### src/common/fdcrv_pkg.sv
// Package with opcodes, field positions, status codes and states
package fdcrv_pkg;
  localparam logic [4:0] OP_READ_TRACK = 5'h02;
  localparam logic [4:0] OP_READ_ID    = 5'h0a;
  localparam logic [4:0] OP_VERIFY     = 5'h16;
  localparam logic [4:0] OP_WRITE      = 5'h05;
  localparam int         BIT_MULTI     = 7;
  localparam int         BIT_DENSITY   = 6;
  localparam int         BIT_SKIP      = 5;
  localparam int         BIT_COUNT_EN  = 7;
  localparam int         BIT_HEAD      = 2;
  localparam logic [3:0] LAST_BYTE_ID  = 4'h1;
  localparam logic [3:0] LAST_BYTE_RW  = 4'h8;
  localparam logic [2:0] RES_LEN       = 3'h7;
  localparam logic [2:0] RES_LEN_BAD   = 3'h1;
  localparam logic [1:0] IDX_LIMIT     = 2'h2;
  localparam int         P_C           = 0;
  localparam int         P_H           = 1;
  localparam int         P_R           = 2;
  localparam int         P_N           = 3;
  localparam int         P_EOT         = 4;
  localparam int         P_DTL         = 6;
  localparam int         NUM_PAR       = 7;
  localparam logic [1:0] IC_NORMAL     = 2'h0;
  localparam logic [1:0] IC_ABNORMAL   = 2'h1;
  localparam logic [1:0] IC_INVALID    = 2'h2;
  localparam logic [7:0] ST1_NO_DATA   = 8'h04;
  localparam logic [7:0] ST1_MISS_AM   = 8'h01;
  localparam logic [7:0] ST1_CRC_ERR   = 8'h20;
  localparam logic [7:0] ST2_DEL_MARK  = 8'h40;
  localparam logic [14:0] BYTES_N0     = 15'h0080;
  localparam logic [2:0] MAX_SIZE_CODE = 3'h7;
  localparam int         PIN_W         = 45;

  typedef enum logic [2:0] {
    FDCRV_IDLE   = 3'b000,
    FDCRV_CMD    = 3'b001,
    FDCRV_SEEK   = 3'b010,
    FDCRV_XFER   = 3'b011,
    FDCRV_RESULT = 3'b100
  } fdcrv_state_t;
endpackage : fdcrv_pkg

### src/common/fdcrv_cnt_if.sv
// Interface between sequencer and sector byte counter
`timescale 1ns/1ps
interface fdcrv_cnt_if;
  logic       start;
  logic [7:0] size_code;
  logic [7:0] data_len;
  logic       stb;
  logic       last;
  modport ctl (output start, size_code, data_len, stb, input last);
  modport cnt (input start, size_code, data_len, stb, output last);
endinterface : fdcrv_cnt_if

### src/hw/fdcrv_byte_counter.sv
// Sector byte counter sized by the size code
`timescale 1ns/1ps
module fdcrv_byte_counter
  import fdcrv_pkg::*;
(
  input  wire logic core_clk_i,
  input  wire logic sys_rst_i,
  fdcrv_cnt_if.cnt  cnt_if
);
  logic [14:0] cnt_q;
  logic [14:0] cnt_d;
  logic [14:0] limit;
  logic [2:0]  code;

  always_comb
  begin
    // Codes above the largest supported size are clamped
    code  = (cnt_if.size_code > 8'(MAX_SIZE_CODE)) ? MAX_SIZE_CODE
                                                   : cnt_if.size_code[2:0];
    // Size code zero takes its length from the data length byte
    limit = (cnt_if.size_code == 8'h00) ? {7'h00, cnt_if.data_len}
                                        : (BYTES_N0 << code); // [RULE11]
    cnt_d = cnt_q;
    if (cnt_if.start)
      cnt_d = 15'h0000;
    else if (cnt_if.stb)
      cnt_d = cnt_q + 15'h0001;
    cnt_if.last = cnt_if.stb && (cnt_q + 15'h0001 >= limit);
  end

  always_ff @(posedge core_clk_i)
  begin
    if (sys_rst_i)
      cnt_q <= 15'h0000;
    else
      cnt_q <= cnt_d;
  end
endmodule : fdcrv_byte_counter

### src/hw/fdcrv_top.sv
// Command sequencer for track read, ID read, verify and write
//
// Behaviour
// [RULE1] Track read: opcode 00010, density D6, select byte, seven parameters; the code rejects it unless D7 D6 D5 are all clear.
// [RULE2] Track read sends every sector from index up to last sector number.
// [RULE3] Track read returns three status bytes then C, H, R, N.
// [RULE4] ID read: opcode 01010 plus select byte; first good ID is kept.
// [RULE5] ID read returns three status bytes then C, H, R, N found.
// [RULE6] Verify: flags D7 D6 D5, opcode 10110, count enable in byte two.
// [RULE7] Verify checks sectors and moves no data to or from the host.
// [RULE8] Verify returns three status bytes then C, H, R, N reached.
// [RULE9] Write: opcode 00101, D5 clear, host data to drive, seven results.
// [RULE10] Skip-deleted flag passes over sectors with deleted data marks.
// [RULE11] Size code sets bytes per sector for reads and writes.
// [RULE12] Verify last byte is sector count with count enable, else length.
// [RULE13] Host writes all command bytes, then reads all results.
`timescale 1ns/1ps
module fdcrv_top
  import fdcrv_pkg::*;
(
  input  wire logic       core_clk_i,
  input  wire logic       sys_rst_i,
  input  wire logic       cmd_wr_i,
  input  wire logic [7:0] cmd_byte_i,
  input  wire logic       res_rd_i,
  input  wire logic       host_byte_valid_i,
  input  wire logic [7:0] host_byte_i,
  input  wire logic       index_pin_i,
  input  wire logic       id_stb_pin_i,
  input  wire logic       id_crc_ok_pin_i,
  input  wire logic       id_deleted_pin_i,
  input  wire logic [7:0] id_c_pin_i,
  input  wire logic [7:0] id_h_pin_i,
  input  wire logic [7:0] id_r_pin_i,
  input  wire logic [7:0] id_n_pin_i,
  input  wire logic       rd_stb_pin_i,
  input  wire logic [7:0] rd_byte_pin_i,
  output logic            busy_o,
  output logic            res_valid_o,
  output logic [7:0]      res_data_o,
  output logic            host_byte_valid_o,
  output logic [7:0]      host_byte_o,
  output logic            data_req_o,
  output logic            disk_byte_valid_o,
  output logic [7:0]      disk_byte_o,
  output logic [1:0]      drive_sel_o,
  output logic            head_sel_o,
  output logic            density_o
);
  fdcrv_cnt_if cnt_if ();

  fdcrv_byte_counter u_cnt (
    .core_clk_i (core_clk_i),
    .sys_rst_i  (sys_rst_i),
    .cnt_if     (cnt_if)
  );

  // Drive pins are asynchronous: two stages, then a third for edges
  logic [PIN_W-1:0] pin_raw;
  logic [PIN_W-1:0] pin_s1_q;
  logic [PIN_W-1:0] pin_s2_q;
  logic [2:0]       stb_s3_q;
  assign pin_raw = {index_pin_i, id_stb_pin_i, rd_stb_pin_i, id_crc_ok_pin_i,
                    id_deleted_pin_i, id_c_pin_i, id_h_pin_i, id_r_pin_i,
                    id_n_pin_i, rd_byte_pin_i};

  // Not reset: stages fill with the live pin level during reset, so a
  // strobe already high at release does not look like a fresh edge
  always_ff @(posedge core_clk_i)
  begin
    pin_s1_q <= pin_raw;
    pin_s2_q <= pin_s1_q;
    stb_s3_q <= pin_s2_q[44:42];
  end

  logic       idx_e;
  logic       id_e;
  logic       rd_e;
  logic       id_ok;
  logic       id_del;
  logic [7:0] id_c;
  logic [7:0] id_h;
  logic [7:0] id_r;
  logic [7:0] id_n;
  logic [7:0] rd_byte;
  assign idx_e   = pin_s2_q[44] && !stb_s3_q[2];
  assign id_e    = pin_s2_q[43] && !stb_s3_q[1];
  assign rd_e    = pin_s2_q[42] && !stb_s3_q[0];
  assign id_ok   = pin_s2_q[41];
  assign id_del  = pin_s2_q[40];
  assign id_c    = pin_s2_q[39:32];
  assign id_h    = pin_s2_q[31:24];
  assign id_r    = pin_s2_q[23:16];
  assign id_n    = pin_s2_q[15:8];
  assign rd_byte = pin_s2_q[7:0];

  fdcrv_state_t st_q, st_d;
  logic [4:0] op_q, op_d;
  logic       mt_q, mt_d, sk_q, sk_d, ec_q, ec_d, mfm_q, mfm_d;
  logic       hds_q, hds_d, seen_q, seen_d;
  logic [1:0] ds_q, ds_d, idx_q, idx_d;
  logic [3:0] pcnt_q, pcnt_d, plast_q, plast_d;
  logic [2:0] ptr_q, ptr_d, rlen_q, rlen_d;
  logic [7:0] par_q [NUM_PAR];
  logic [7:0] par_d [NUM_PAR];
  logic [7:0] st0_q, st0_d, st1_q, st1_d, st2_q, st2_d;
  logic [7:0] scnt_q, scnt_d, res_q, res_d, hb_q, hb_d, db_q, db_d;
  logic       hv_q, hv_d, dv_q, dv_d, req_q, req_d;
  logic       adv, fail, done, is_rd;
  logic [7:0] cmd_sel;

  function automatic logic [7:0] mk_st0(input logic [1:0] ic,
                                        input logic hd,
                                        input logic [1:0] ds);
    mk_st0 = {ic, 3'h0, hd, ds};
  endfunction : mk_st0

  assign cnt_if.size_code = par_q[P_N];
  // Count enable turns the last byte into a sector count instead
  assign cnt_if.data_len  = (op_q == OP_VERIFY && ec_q) ? 8'h00
                                                        : par_q[P_DTL]; // [RULE12]
  assign cnt_if.stb       = (st_q == FDCRV_XFER) &&
                            (is_rd ? rd_e : (host_byte_valid_i && req_q));
  assign is_rd            = (op_q != OP_WRITE);
  assign cmd_sel          = cmd_byte_i;

  always_comb
  begin
    st_d = st_q; op_d = op_q; mt_d = mt_q; sk_d = sk_q; ec_d = ec_q;
    mfm_d = mfm_q; hds_d = hds_q; ds_d = ds_q; seen_d = seen_q;
    idx_d = idx_q; pcnt_d = pcnt_q; plast_d = plast_q; ptr_d = ptr_q;
    rlen_d = rlen_q; par_d = par_q; st0_d = st0_q; st1_d = st1_q;
    st2_d = st2_q; scnt_d = scnt_q; hb_d = hb_q; db_d = db_q;
    hv_d = 1'b0; dv_d = 1'b0; req_d = 1'b0;
    adv = 1'b0; fail = 1'b0; done = 1'b0;
    cnt_if.start = 1'b0;
    case (st_q)
      FDCRV_IDLE:
        if (cmd_wr_i)
        begin
          op_d  = cmd_sel[4:0];
          mfm_d = cmd_sel[BIT_DENSITY];
          mt_d  = cmd_sel[BIT_MULTI];
          sk_d  = cmd_sel[BIT_SKIP];
          pcnt_d = 4'h1;
          st1_d = 8'h00; st2_d = 8'h00; ptr_d = 3'h0;
          if ((cmd_sel[4:0] == OP_READ_TRACK && cmd_sel[7:5] == 3'h0 ) ||
              (cmd_sel[4:0] == OP_READ_ID && cmd_sel[7] == 1'b0) ||
              (cmd_sel[4:0] == OP_WRITE && !cmd_sel[BIT_SKIP]) ||
              cmd_sel[4:0] == OP_VERIFY) // [RULE1] [RULE4] [RULE6] [RULE9]
          begin
            plast_d = (cmd_sel[4:0] == OP_READ_ID) ? LAST_BYTE_ID
                                                   : LAST_BYTE_RW;
            st_d = FDCRV_CMD;
          end
          else
          begin
            // Unknown codes and disallowed flag bits answer with one invalid-command status byte
            st0_d = {IC_INVALID, 6'h00};
            rlen_d = RES_LEN_BAD;
            st_d = FDCRV_RESULT;
          end
        end
      FDCRV_CMD:
        if (cmd_wr_i) // [RULE13]
        begin
          if (pcnt_q == 4'h1)
          begin
            hds_d = cmd_sel[BIT_HEAD];
            ds_d  = cmd_sel[1:0];
            ec_d  = (op_q == OP_VERIFY) && cmd_sel[BIT_COUNT_EN]; // [RULE6]
          end
          else
            par_d[3'(pcnt_q - 4'h2)] = cmd_sel;
          pcnt_d = pcnt_q + 4'h1;
          if (pcnt_q == plast_q)
          begin
            st_d = FDCRV_SEEK; idx_d = 2'h0; seen_d = 1'b0;
            scnt_d = 8'h00; rlen_d = RES_LEN;
          end
        end
      FDCRV_SEEK:
        if (idx_e)
        begin
          seen_d = 1'b1;
          idx_d = idx_q + 2'h1;
          // A second index pulse without a usable sector ends the command
          if (idx_q == IDX_LIMIT - 2'h1)
          begin
            fail = 1'b1;
            st1_d = (op_q == OP_READ_ID) ? ST1_MISS_AM : ST1_NO_DATA;
          end
        end
        else if (id_e)
        begin
          if (op_q == OP_READ_ID)
          begin
            if (id_ok) // [RULE4]
            begin
              par_d[P_C] = id_c; par_d[P_H] = id_h;
              par_d[P_R] = id_r; par_d[P_N] = id_n;
              done = 1'b1; // [RULE5]
            end
          end
          else if (op_q == OP_READ_TRACK)
          begin
            if (seen_q) // [RULE2]
            begin
              par_d[P_R] = id_r;
              if (!id_ok)
                st1_d = st1_q | ST1_CRC_ERR;
              cnt_if.start = 1'b1;
              st_d = FDCRV_XFER;
            end
          end
          else if (id_c == par_q[P_C] && id_h == par_q[P_H] &&
                   id_r == par_q[P_R])
          begin
            if (!id_ok)
            begin
              fail = 1'b1;
              st1_d = ST1_CRC_ERR;
            end
            else if (id_del && sk_q && op_q == OP_VERIFY)
              adv = 1'b1; // [RULE10]
            else
            begin
              if (id_del)
                st2_d = st2_q | ST2_DEL_MARK;
              cnt_if.start = 1'b1;
              st_d = FDCRV_XFER;
            end
          end
        end
      FDCRV_XFER:
        if (is_rd)
        begin
          if (rd_e && op_q == OP_READ_TRACK)
          begin
            hv_d = 1'b1; // [RULE2]
            hb_d = rd_byte;
          end
          // Verify only counts bytes past the head, none reach the host
          if (cnt_if.last) // [RULE7]
            adv = 1'b1;
        end
        else
        begin
          req_d = 1'b1;
          if (host_byte_valid_i && req_q) // [RULE9]
          begin
            dv_d = 1'b1;
            db_d = host_byte_i;
            if (cnt_if.last)
            begin
              req_d = 1'b0;
              adv = 1'b1;
            end
          end
        end
      FDCRV_RESULT:
        if (res_rd_i) // [RULE13]
        begin
          ptr_d = ptr_q + 3'h1;
          if (ptr_q == rlen_q - 3'h1)
            st_d = FDCRV_IDLE;
        end
      default:
        st_d = FDCRV_IDLE;
    endcase

    if (adv)
    begin
      scnt_d = scnt_q + 8'h01;
      st_d = FDCRV_SEEK;
      idx_d = 2'h0;
      if (op_q == OP_READ_TRACK)
        done = (scnt_q + 8'h01 == par_q[P_EOT]); // [RULE2]
      else if (op_q == OP_VERIFY && ec_q &&
               scnt_q + 8'h01 == par_q[P_DTL]) // [RULE12]
        done = 1'b1;
      else if (par_q[P_R] == par_q[P_EOT] && mt_q && !hds_q)
      begin
        hds_d = 1'b1;
        par_d[P_H] = 8'h01;
        par_d[P_R] = 8'h01;
      end
      else if (par_q[P_R] == par_q[P_EOT])
      begin
        par_d[P_R] = 8'h01;
        par_d[P_C] = par_q[P_C] + 8'h01;
        done = 1'b1;
      end
      else
        par_d[P_R] = par_q[P_R] + 8'h01;
    end
    if (done || fail)
    begin
      st0_d = mk_st0(fail ? IC_ABNORMAL : IC_NORMAL, hds_d, ds_q);
      st_d = FDCRV_RESULT; // [RULE3] [RULE8] [RULE9]
      ptr_d = 3'h0;
    end

    // Order: three status bytes, then cylinder, head, record, size
    case (ptr_d)
      3'h0:    res_d = st0_d;
      3'h1:    res_d = st1_d;
      3'h2:    res_d = st2_d;
      3'h3:    res_d = par_d[P_C];
      3'h4:    res_d = par_d[P_H];
      3'h5:    res_d = par_d[P_R];
      3'h6:    res_d = par_d[P_N];
      default: res_d = 8'h00;
    endcase
    if (st_d != FDCRV_RESULT)
      res_d = 8'h00;
  end

  always_ff @(posedge core_clk_i)
  begin
    if (sys_rst_i)
    begin
      st_q <= FDCRV_IDLE; op_q <= 5'h00; mt_q <= 1'b0; sk_q <= 1'b0;
      ec_q <= 1'b0; mfm_q <= 1'b0; hds_q <= 1'b0; ds_q <= 2'h0;
      seen_q <= 1'b0; idx_q <= 2'h0; pcnt_q <= 4'h0; plast_q <= 4'h0;
      ptr_q <= 3'h0; rlen_q <= 3'h0; st0_q <= 8'h00; st1_q <= 8'h00;
      st2_q <= 8'h00; scnt_q <= 8'h00; res_q <= 8'h00; hb_q <= 8'h00;
      db_q <= 8'h00; hv_q <= 1'b0; dv_q <= 1'b0; req_q <= 1'b0;
      par_q <= '{default: 8'h00};
    end
    else
    begin
      st_q <= st_d; op_q <= op_d; mt_q <= mt_d; sk_q <= sk_d;
      ec_q <= ec_d; mfm_q <= mfm_d; hds_q <= hds_d; ds_q <= ds_d;
      seen_q <= seen_d; idx_q <= idx_d; pcnt_q <= pcnt_d;
      plast_q <= plast_d; ptr_q <= ptr_d; rlen_q <= rlen_d;
      st0_q <= st0_d; st1_q <= st1_d; st2_q <= st2_d; scnt_q <= scnt_d;
      res_q <= res_d; hb_q <= hb_d; db_q <= db_d; hv_q <= hv_d;
      dv_q <= dv_d; req_q <= req_d; par_q <= par_d;
    end
  end

  logic busy_q;
  logic rv_q;
  always_ff @(posedge core_clk_i)
  begin
    if (sys_rst_i)
    begin
      busy_q <= 1'b0;
      rv_q   <= 1'b0;
    end
    else
    begin
      busy_q <= (st_d == FDCRV_SEEK) || (st_d == FDCRV_XFER);
      rv_q   <= (st_d == FDCRV_RESULT);
    end
  end

  assign busy_o            = busy_q;
  assign res_valid_o       = rv_q;
  assign res_data_o        = res_q;
  assign host_byte_valid_o = hv_q;
  assign host_byte_o       = hb_q;
  assign data_req_o        = req_q;
  assign disk_byte_valid_o = dv_q;
  assign disk_byte_o       = db_q;
  assign drive_sel_o       = ds_q;
  assign head_sel_o        = hds_q;
  assign density_o         = mfm_q;
endmodule : fdcrv_top

### config.mk
export PLATFORM = sky130hd
export DESIGN_NAME = fdcrv_top
export DESIGN_NICKNAME = d
export VERILOG_FILES = /design/src/common/fdcrv_pkg.sv /design/src/common/fdcrv_cnt_if.sv /design/src/hw/fdcrv_byte_counter.sv /design/src/hw/fdcrv_top.sv
export SDC_FILE = /design/constraint.sdc
export NUM_CORES = 1
export LEC_CHECK = 0
export BUFFER_PORTS_ARGS = -buffer_cell sky130_fd_sc_hd__buf_2
export CAP_MARGIN = 20
export CELL_PAD_IN_SITES_DETAIL_PLACEMENT = 1
export CELL_PAD_IN_SITES_GLOBAL_PLACEMENT = 2
export CORE_AREA = 2 2 173 175
export DETAILED_ROUTE_END_ITERATION = 10
export DIE_AREA = 0 0 175 177
export GPL_ROUTABILITY_DRIVEN = 0
export PLACE_DENSITY_LB_ADDON = 0.15
export SETUP_SLACK_MARGIN = 0.3
export SYNTH_ARGS = -nofsm -noshare
export SYNTH_HDL_FRONTEND = slang
export SYNTH_SLANG_ARGS = --single-unit
export TNS_END_PERCENT = 10
### constraint.sdc
create_clock -name core_clk_i -period 4.48 [get_ports core_clk_i]
set_input_delay 0.224 -clock core_clk_i [delete_from_list [all_inputs] [get_ports core_clk_i]]
set_output_delay 0.224 -clock core_clk_i [all_outputs]
set_load 0.02 [all_outputs]
Word level (Yosys, flattened, before mapping)
Cells that the tools add are included.

Add/sub/neg operators: 9. Magnitude comparators: 4. Equal/unequal tests: 37. Shifts and indexed selects: 1. Muxes and demuxes: 145. Bitwise gates (word level): 5. Reduce and logical (&&, ||, !) cells: 54.

Operators with widths (number): $mux W8 (28); $mux W56 (2); $mux W32 (3); $mux W3 (25); $mux W24 (3); $pmux W32 S2 (1); $bwmux W56 (1); $mux W7 (8); $pmux W8 S7 (1); $mux W1 (53); $eq A8 B8 Y1 (6); $pmux W8 S2 (2); $add A8 B1 Y8 const B (3); $demux W8 S3 (1); $reduce_and A3 Y1 (7); $logic_and A1 B1 Y1 (20); $eq A3 B2 Y1 const B (6); $mux W16 (1); $add A15 B1 Y15 const B (1); $eq A3 B3 Y1 const B (5); $ge A15 B15 Y1 (1); $mux W15 (1); $pmux W3 S5 (1); $shl A8 B3 Y15 const A (1); 39 further kinds (74).

Register bits after elaboration: 257. Input port bits: 66. Output and inout bits: 33. Logic and storage cells: 292.

Longest topological paths before layout
Gate-level depths: netlist of the first run.

Depth in word-level cells: 16. Depth in mapped cells: 20. Depth with buffers taken out: 18.

Modules after synthesis
A second synthesis of the first run with hierarchy kept.

Cell total of the unflattened synthesis: 1230. Area, all modules: 11175.7 um^2.

Modules (own cells, without submodules): fdcrv_top (instances 1, cells an instance 1056, area an instance 9862.0 um^2, seq. area each 4624.4 um^2); fdcrv_byte_counter (instances 1, cells an instance 174, area an instance 1313.8 um^2, seq. area each 300.3 um^2).

Worst setup path after synthesis of the first run
OpenSTA, ideal clock, no wires.

Path type: register to register. Start: reg u_cnt.cnt_q[0]. End: reg res_q[3], in the netlist res_data_o[3]. Library setup time: 0.120 ns. Arrival: 4.019 ns. Data required time: 4.360 ns. Slack: 0.341 ns. Cell stages (with the launch flop): 21. Buffers on the path: 2. Clock period less this slack: 4.139 ns. Cells stage by stage: dfxtp_1 > ha_1 > nand3_1 > nor2_1 > and3_1 > and3_1 > clkbuf_1 > nand3_1 > xnor2_1 > ha_1 > a21o_1 > a21o_1 > a21oi_1 > nor2_1 > nor3_2 > or2_1 > buf_2 > mux2_4 > a221o_1 > o21ai_1 > a21oi_1.

Longest elaborated chain between the ends: 12. Elaborated cells on any way between the ends: 24. Those cells by class: add/sub: 1; order compare: 1; eq/ne: 7; mux: 11; reduce/logical: 4.

Ends and longest elaborated chain: start: declaration (RTL line fdcrv_byte_counter.sv:10) `logic [14:0] cnt_q;`; start signal: assignment (RTL line fdcrv_byte_counter.sv:36) `cnt_q <= cnt_d;`; $add A15 B1 Y15 (*) (RTL line fdcrv_byte_counter.sv:28) `cnt_if.last = cnt_if.stb && (cnt_q + 15'h0001 >= limit);`; $ge A15 B15 Y1 (*) (RTL line fdcrv_byte_counter.sv:28); $logic_and A1 B1 Y1 (*) (RTL line fdcrv_byte_counter.sv:28); $mux W1 (*) (RTL line fdcrv_top.sv:244, fdcrv_top.sv:254); $mux W1 (RTL line fdcrv_top.sv:250) `if (host_byte_valid_i && req_q)`; $mux W1 (*) (RTL line fdcrv_top.sv:236) `if (is_rd)`; $pmux W1 S2 (*) (RTL line fdcrv_top.sv:137) `case (st_q)`; $mux W1 (RTL line fdcrv_top.sv:272) `if (adv)`; $logic_or A1 B1 Y1 (RTL line fdcrv_top.sv:297) `if (done || fail)`; $mux W3 (RTL line fdcrv_top.sv:297); $eq A3 B3 Y1 (tied with other cells) (RTL line fdcrv_top.sv:305) `case (ptr_d)`; $pmux W8 S7 / $reduce_or A2 Y1 (equally long branches); end signal: assignment (RTL line fdcrv_top.sv:327) `st2_q <= 8'h00; scnt_q <= 8'h00; res_q <= 8'h00; hb_q <= 8'h00;`; end signal: assignment (RTL line fdcrv_top.sv:338) `res_q <= res_d; hb_q <= hb_d; db_q <= db_d; hv_q <= hv_d;`; end: declaration (RTL line fdcrv_top.sv:107) `logic [7:0] scnt_q, scnt_d, res_q, res_d, hb_q, hb_d, db_q, db_d;`.

Mark *: on every way between the ends. The rest lies on a longest branch, timed or not. A chain may end at the register's enable or synchronous reset.

Worst setup path after layout of the first run
Ends and elaborated chain as after synthesis.

==> summary.txt, run 1 <==
Ys async rst share -> 0%
Core ar. -> 29,200 um^2
Final WS setup -> 0.503 ns
Die ar. -> 31,000 um^2
GRT Util Overall -> 22.6%
Max Freq -> 251 MHz
Die height -> 177 um
Maximum VDD drop -> 331 uV
Vias per inst -> 5.25
Root buf cell -> clkbuf_16
Max Cap Viol -> 0
First-pass GRT wire length -> 54,500 um
Final Power -> 5.01 mW
Status -> finished clean
Setup violations, final -> 0
Boundary Pins -> 99
NumNets Final -> 1,417
Final Skew -> 0.0291 ns
Total grt overflow -> 0
Initial antenna violation count -> 0
Worst skew pair latency -> 0.56 ns
Setup_tns -> 0 ns
Largest net degree at the start of global routing -> 44
Worst-path fanout max -> 24
Sequential cell area -> 4930 um^2
Vias -> 9,133
CTS Buf Count -> 28
Post-synth EDFFs -> 0
Initial detailed-routing violation count -> 547
Critical Path RT -> 4.92 ns
Port bufs -> 98
Synthesized flop and latch total -> 246
Main synth FF type -> dfxtp_1
RSZ-0062 raised after global routing -> false
Sequential share of the synthesized area -> 46.4%
Synthesized area -> 10,600 um^2
Cells after Synth -> 1,179
Worst slew pin tran -> 0.960 ns
Syn avg cell area -> 9.00 um^2
Pins Over Slew Limit -> 0
Critical path arrival -> 4.42 ns
First-pass iteration count of the detailed router -> 7
Post-place instance area -> 11,600 um^2
CTS tree -> yes
Leak Pwr -> 5.27 nW
Layout Area Growth over Synthesis -> 24.5%
Htree depth -> 1
CP endpoint kind -> register
Worst slew margin -> 35.8%
WL/cell -> 20.2 um
Crit share post-route -> 88.8%
Initial core utilization -> 36.3%
Syn_nets -> 1,269
CTS Sinks -> 246
Drt drc -> 0
Fraction of layout cells with a size suffix above 1 -> 16.8%
Pwr/cell area -> 380 nW/um^2
Chip width -> 175 um
Hold Vio Cnt, Final -> 0
Worst-path clk slew -> 0.06 ns
Synth warnings -> 0
Vias in the first global route -> 9,361
Multi-input logic area -> 5440 um^2
Netlist cell types -> 72
Worst hold path class -> in2reg
# rows -> 63
CP startpoint kind -> register
Tmin final -> 3.98 ns
DP HPWL -> 25,300 um
Fillers -> 3,348
Setup WS pre-CTS -> 0.203 ns
Antenna-violating nets left -> 0
Final WL -> 35,200 um
Setup CP Type -> reg2reg
Max clock buf depth -> 3
Post-route design area -> 13,200 um^2
[worst max-delay path: stages, from the launching register on]
cell,delay [ns]
dfxtp_2,0.40
ha_4,0.17
nand3_2,0.11
nor2_2,0.16
and3_4,0.21
and3_1,0.18
nand3_1,0.09
xnor2_1,0.15
ha_1,0.31
a21o_1,0.16
a21o_1,0.17
a21oi_1,0.19
nor2_1,0.09
nor3_2,0.20
buf_12,0.21
or2_4,0.19
mux2_4,0.33
a221o_1,0.36
o21ai_1,0.11
a21oi_1,0.08
[where the power goes]
group | switching (mW) | internal [mW] | total, mW
clock | 0.936 | 1.55 | 2.48
combinational | 0.152 | 0.0988 | 0.250
sequential | 0.0320 | 2.25 | 2.28
total | 1.12 | 3.89 | 5.01
[timing repair]
item,in CTS,in global routing
endpoints found under the hold margin,53,0
buffers inserted,1,0
setup endpoints to repair,8,26
resized for setup,3,20
hold buffers,53,0
pin swaps,1,3
cloned,0,0
[registers in the layout, indices dropped and copies added, names as in the netlist, 15 cells and up, named ones only]
register	cells
par_q	24
pin_s1_q	45
pin_s2_q	45
u_cnt.cnt_q	15
[final timing paths]
path	startpoint	to	cells after the start	slack (ns)
max reg2reg	u_cnt.cnt_q[0]	res_data_o[3]	19	0.50
max	u_cnt.cnt_q[0]	res_data_o[3]	19	0.50
min	host_byte_valid_i	data_req_o	3	0.05
min reg2reg	pin_s1_q[14]	pin_s2_q[14]	0	0.32
[per-layer routing]
metal,wire [um],share of wire [%],global-route usage (%)
met5,0,0,0
met4,1210,3.4,7.50
met3,1240,3.5,2.75
met2,16500,47,38.5
met1,16200,46,29.9
[per-stage QoR]
| step | cells | hold slack (ns) | util, % |
|---|---|---|---|
| after global placement | 1633 | 0.310 | 39.5 |
| final | 1739 | 0.0487 | 45.2 |
| after CTS | 1738 | 0.0211 | 44.9 |
| after detailed placement | 1633 | 0.313 | 39.5 |
| after floorplan | 1179 | 0.252 | - |
| after global routing | 1738 | 0.0471 | 45.1 |
[cells in the mapped netlist (all sizes together) (4+ instances only)]
library cell | instances | area, um^2
nor4 | 14 | 100
mux2i | 43 | 430
a22o | 6 | 52.6
a311oi | 4 | 35.0
nor2b | 16 | 100
xnor2 | 48 | 420
nand3b | 6 | 45.0
or3 | 7 | 43.8
ha | 24 | 300
and2 | 26 | 163
dfxtp | 246 | 4920
xor2 | 45 | 394
a211oi | 9 | 67.6
a21o | 8 | 60.1
a21oi | 59 | 299
and3 | 16 | 105
and4 | 5 | 43.8
mux2 | 7 | 86.3
nand3 | 34 | 170
o211ai | 5 | 42.5
nand4 | 12 | 75.1
nor3 | 23 | 136
inv | 16 | 60.1
o21ai | 42 | 210
or2 | 10 | 62.6
clkbuf | 51 | 191
a22oi | 14 | 105
a222oi | 15 | 150
nand2 | 127 | 477
nor2 | 155 | 582
or4 | 4 | 30.0
buf | 13 | 80.1
nand2b | 10 | 62.6
nor3b | 6 | 45.0
a31oi | 16 | 100
[area by class of cell]
type | instances | share of cell area (%)
Inverter | 16 | 0.455
Timing Repair Buffer | 182 | 9.61
Clock buffer | 37 | 6.09
Tap cell | 390 | 3.70
Antenna cell | 1 | 0.0190
Clock inverter | 14 | 1.64
Multi-Input combinational cell | 853 | 41.2
Sequential cell | 246 | 37.3
[logic make-up (layout without fill, tap and decap cells)]
family	Yosys count	after routing	synth area share, %
AO/OA/AOI/OAI	209	209	13.2
XOR/XNOR	93	93	7.68
adder cells (fa/ha/maj)	24	24	2.83
buffers and inverters	80	249	3.13
flip-flops	246	246	46.4
multiplexers	50	50	4.87
other	0	1	0
AND/OR/NAND/NOR	477	477	21.8
[placed cells by master, fill, tap and decap left out, types with 6 or more instances in the layout]
| master | n |
|---|---|
| nand3_1 | 32 |
| nor2_1 | 152 |
| nand4_1 | 12 |
| clkbuf_16 | 28 |
| and2_1 | 26 |
| buf_4 | 31 |
| nor3_1 | 18 |
| o21ai_0 | 38 |
| nor4_1 | 12 |
| nand3b_1 | 6 |
| or3_1 | 6 |
| nand2b_1 | 10 |
| xor2_1 | 45 |
| nor2b_1 | 15 |
| a222oi_1 | 15 |
| or2_2 | 8 |
| a22o_1 | 6 |
| ha_1 | 23 |
| a21o_1 | 8 |
| mux2i_1 | 41 |
| a21oi_1 | 58 |
| and3_1 | 13 |
| a31oi_1 | 16 |
| buf_2 | 97 |
| clkbuf_8 | 7 |
| nor3b_1 | 6 |
| a211oi_1 | 9 |
| a22oi_1 | 14 |
| dfxtp_1 | 243 |
| nand2_1 | 127 |
| dlygate4sd3_1 | 53 |
| inv_1 | 16 |
| xnor2_1 | 48 |
No activity file was read; power rests on OpenSTA's default activity.
==> inputs of run 2 (changes only) <==
Settings changed: CORE_AREA 2 2 173 175 to 2 2 178 180, DIE_AREA 0 0 175 177 to 0 0 180 182.
==> run 2 against run 1 <==
  * Die area increased by 5.8%
  * First-iteration DRC count increased by 13%
  * Final cell count increased by 0.69%
  * Global-route usage decreased by 1.1 points
  * Final area decreased by 0.18%
  * Maximum frequency increased by 0.97%
  * Worst hold slack got worse by 0.0092 ns
  * Count of clock-buffer cells in the layout increased by 2
  * Sequential share of layout area increased by 0.058 points
  * Clock power decreased by 2%
==> summary.txt, run 2 (same netlist as run 1, synthesis figures left out) <==
Boundary Pins -> 99 (unchanged)
Total grt overflow -> 0 (unchanged)
Worst hold path class -> in2reg (unchanged)
RSZ-0062 raised after global routing -> true (was false)
Top flop regs -> pin_s1_q: 45 flops, pin_s2_q: 45 flops, par_q: 24 flops (unchanged)
Max Freq -> 254 MHz (was 251 MHz)
Fillers -> 3,532 (was 3,348)
Crit. Startpoint -> u_cnt.cnt_q[0] (unchanged)
Hold Startpoint -> host_byte_valid_i (unchanged)
Crit path to -> res_data_o[0] (was res_data_o[3])
Initial antenna violation count -> 1 (was 0)
Die height -> 182 um (was 177 um)
Critical Path RT -> 4.95 ns (was 4.92 ns)
Max clock buf depth -> 3 (unchanged)
Root buf cell -> clkbuf_16 (unchanged)
NumNets Final -> 1,417 (unchanged)
Final Core Density -> 42.5% (was 45.2%)
Sequential cell area -> 4930 um^2 (about the same)
Crit share post-route -> 87.9% (was 88.8%)
Antenna-violating nets left -> 0 (unchanged)
Port bufs -> 98 (unchanged)
Worst slew pin tran -> 1.00 ns (was 0.960 ns)
Post-route design area -> 13,200 um^2 (about the same)
FF-to-FF setup slack -> 0.54 ns (was 0.50 ns)
Core ar. -> 31,000 um^2 (was 29,200 um^2)
Vias per inst -> 5.23 (was 5.25)
# rows -> 65 (was 63)
Drt drc -> 0 (unchanged)
CP endpoint kind -> register (unchanged)
CTS Sinks -> 246 (unchanged)
CTS tree -> yes (unchanged)
Pins Over Slew Limit -> 0 (unchanged)
Status -> finished clean (unchanged)
Setup CP Type -> reg2reg (unchanged)
R2R depth -> 17 (was 19)
Pwr/cell area -> 377 nW/um^2 (was 380 nW/um^2)
Worst-path clk slew -> 0.06 ns (about the same)
Largest net degree at the start of global routing -> 60 (was 44)
Multi-input logic area -> 5440 um^2 (about the same)
Worst r2r src -> u_cnt.cnt_q[0] (unchanged)
First-pass GRT wire length -> 55,400 um (was 54,500 um)
Initial detailed-routing violation count -> 617 (was 547)
First-pass iteration count of the detailed router -> 7 (unchanged)
Fraction of layout cells with a size suffix above 1 -> 16.7% (was 16.8%)
Initial core utilization -> 34.2% (was 36.3%)
Max Cap Viol -> 0 (unchanged)
Chip width -> 180 um (was 175 um)
Most frequent cells in the layout -> 244 x dfxtp_1, 151 x nor2_1, 127 x nand2_1 (was 243 x dfxtp_1, 152 x nor2_1, 127 x nand2_1)
CP startpoint kind -> register (unchanged)
GRT Util Overall -> 21.6% (was 22.6%)
Most common cell after layout, fill and taps aside -> dfxtp_1 (unchanged)
Post-place instance area -> 11,600 um^2 (about the same)
Maximum VDD drop -> 403 uV (was 331 uV)
Hold Vio Cnt, Final -> 0 (unchanged)
Worst skew pair latency -> 0.57 ns (was 0.56 ns)
Worst-path fanout max -> 10 (was 24)
Vias -> 9,163 (was 9,133)
Vias in the first global route -> 9,519 (was 9,361)
DP HPWL -> 25,700 um (was 25,300 um)
Worst slew margin -> 33.0% (was 35.8%)
Leak Pwr -> 5.26 nW (was 5.27 nW)
Htree depth -> 1 (unchanged)
WL/cell -> 20.3 um (was 20.2 um)
CTS Buf Count -> 29 (was 28)
Worst r2r dst -> res_data_o[0] (was res_data_o[3])
Critical path arrival -> 4.41 ns (was 4.42 ns)
Final Skew -> 0.0205 ns (was 0.0291 ns)
Final WL -> 35,600 um (was 35,200 um)
Setup violations, final -> 0 (unchanged)
Die ar. -> 32,800 um^2 (was 31,000 um^2)
Worst hold path cell count -> 3 (unchanged)
Tmin final -> 3.94 ns (was 3.98 ns)
Layout Area Growth over Synthesis -> 24.3% (was 24.5%)
==> run 2: layout make-up <==
class | count | area share [%]
diodes | 1 | 0.0190
clock buffers | 39 | 6.32
clock inverters | 13 | 1.27
inverters | 16 | 0.456
multi-input cells | 853 | 41.2
flip-flops and latches | 246 | 37.4
well taps | 402 | 3.82
repair buffers | 181 | 9.50
==> run 2: metrics by stage <==
| step | std cells | setup WS, ns | hold WS (ns) | power (mW) | setup TNS, ns |
|---|---|---|---|---|---|
| after floorplan | 1179 | 0.341 | 0.252 | 2.43 | 0 |
| after global placement | 1644 | 0.170 | 0.310 | 2.54 | 0 |
| after detailed placement | 1644 | -0.0177 | 0.313 | 2.54 | -0.0177 |
| after CTS | 1749 | 0.294 | 0.00577 | 5.04 | 0 |
| after global routing | 1750 | 0.272 | 0.0374 | 5.17 | 0 |
| final | 1751 | 0.541 | 0.0396 | 4.97 | 0 |
==> run 2: worst min-delay path by stage <==
stage	slack (ns)	end
finish	0.04	data_req_o
CTS	0.006	data_req_o
global route	0.04	data_req_o
detailed placement	0.31	pin_s2_q[10]
floorplan	0.25	pin_s1_q[0]
global placement	0.31	pin_s2_q[33]
==> run 2: worst max-delay path, stage by stage, from the launching register on <==
cell	delay, ns
dfxtp_2	0.36
ha_2	0.21
nand3_1	0.15
nor2_2	0.17
and3_4	0.22
and3_4	0.22
xor2_1	0.08
ha_1	0.31
and3_1	0.17
o211ai_1	0.11
a311oi_2	0.35
nor3_2	0.09
buf_6	0.15
or3_1	0.50
a21oi_1	0.17
nor2_1	0.10
o22a_1	0.21
a311oi_1	0.28
==> run 2: timing repair <==
action	in CTS	in global routing
setup endpoints to repair	14	38
cloned	0	0
hold buffers	53	0
resized for setup	9	18
hold endpoints to repair	53	0
pin swaps	1	4
buffers inserted	0	1
==> run 2: routing by layer <==
metal	vias to the layer above	wire, um	GRT usage [%]
li1	4440	-	-
met1	4476	16400	28.2
met2	184	16500	36.3
met3	63	1200	2.63
met4	0	1460	8.36
met5	-	0	0
==> run 2: where the power goes <==
group / leakage [nW] / total [mW] / internal, mW / switching [mW]
combinational: 2.74 / 0.253 / 0.0987 / 0.154
sequential: 2.02 / 2.28 / 2.25 / 0.0315
clock: 0.492 / 2.44 / 1.48 / 0.962
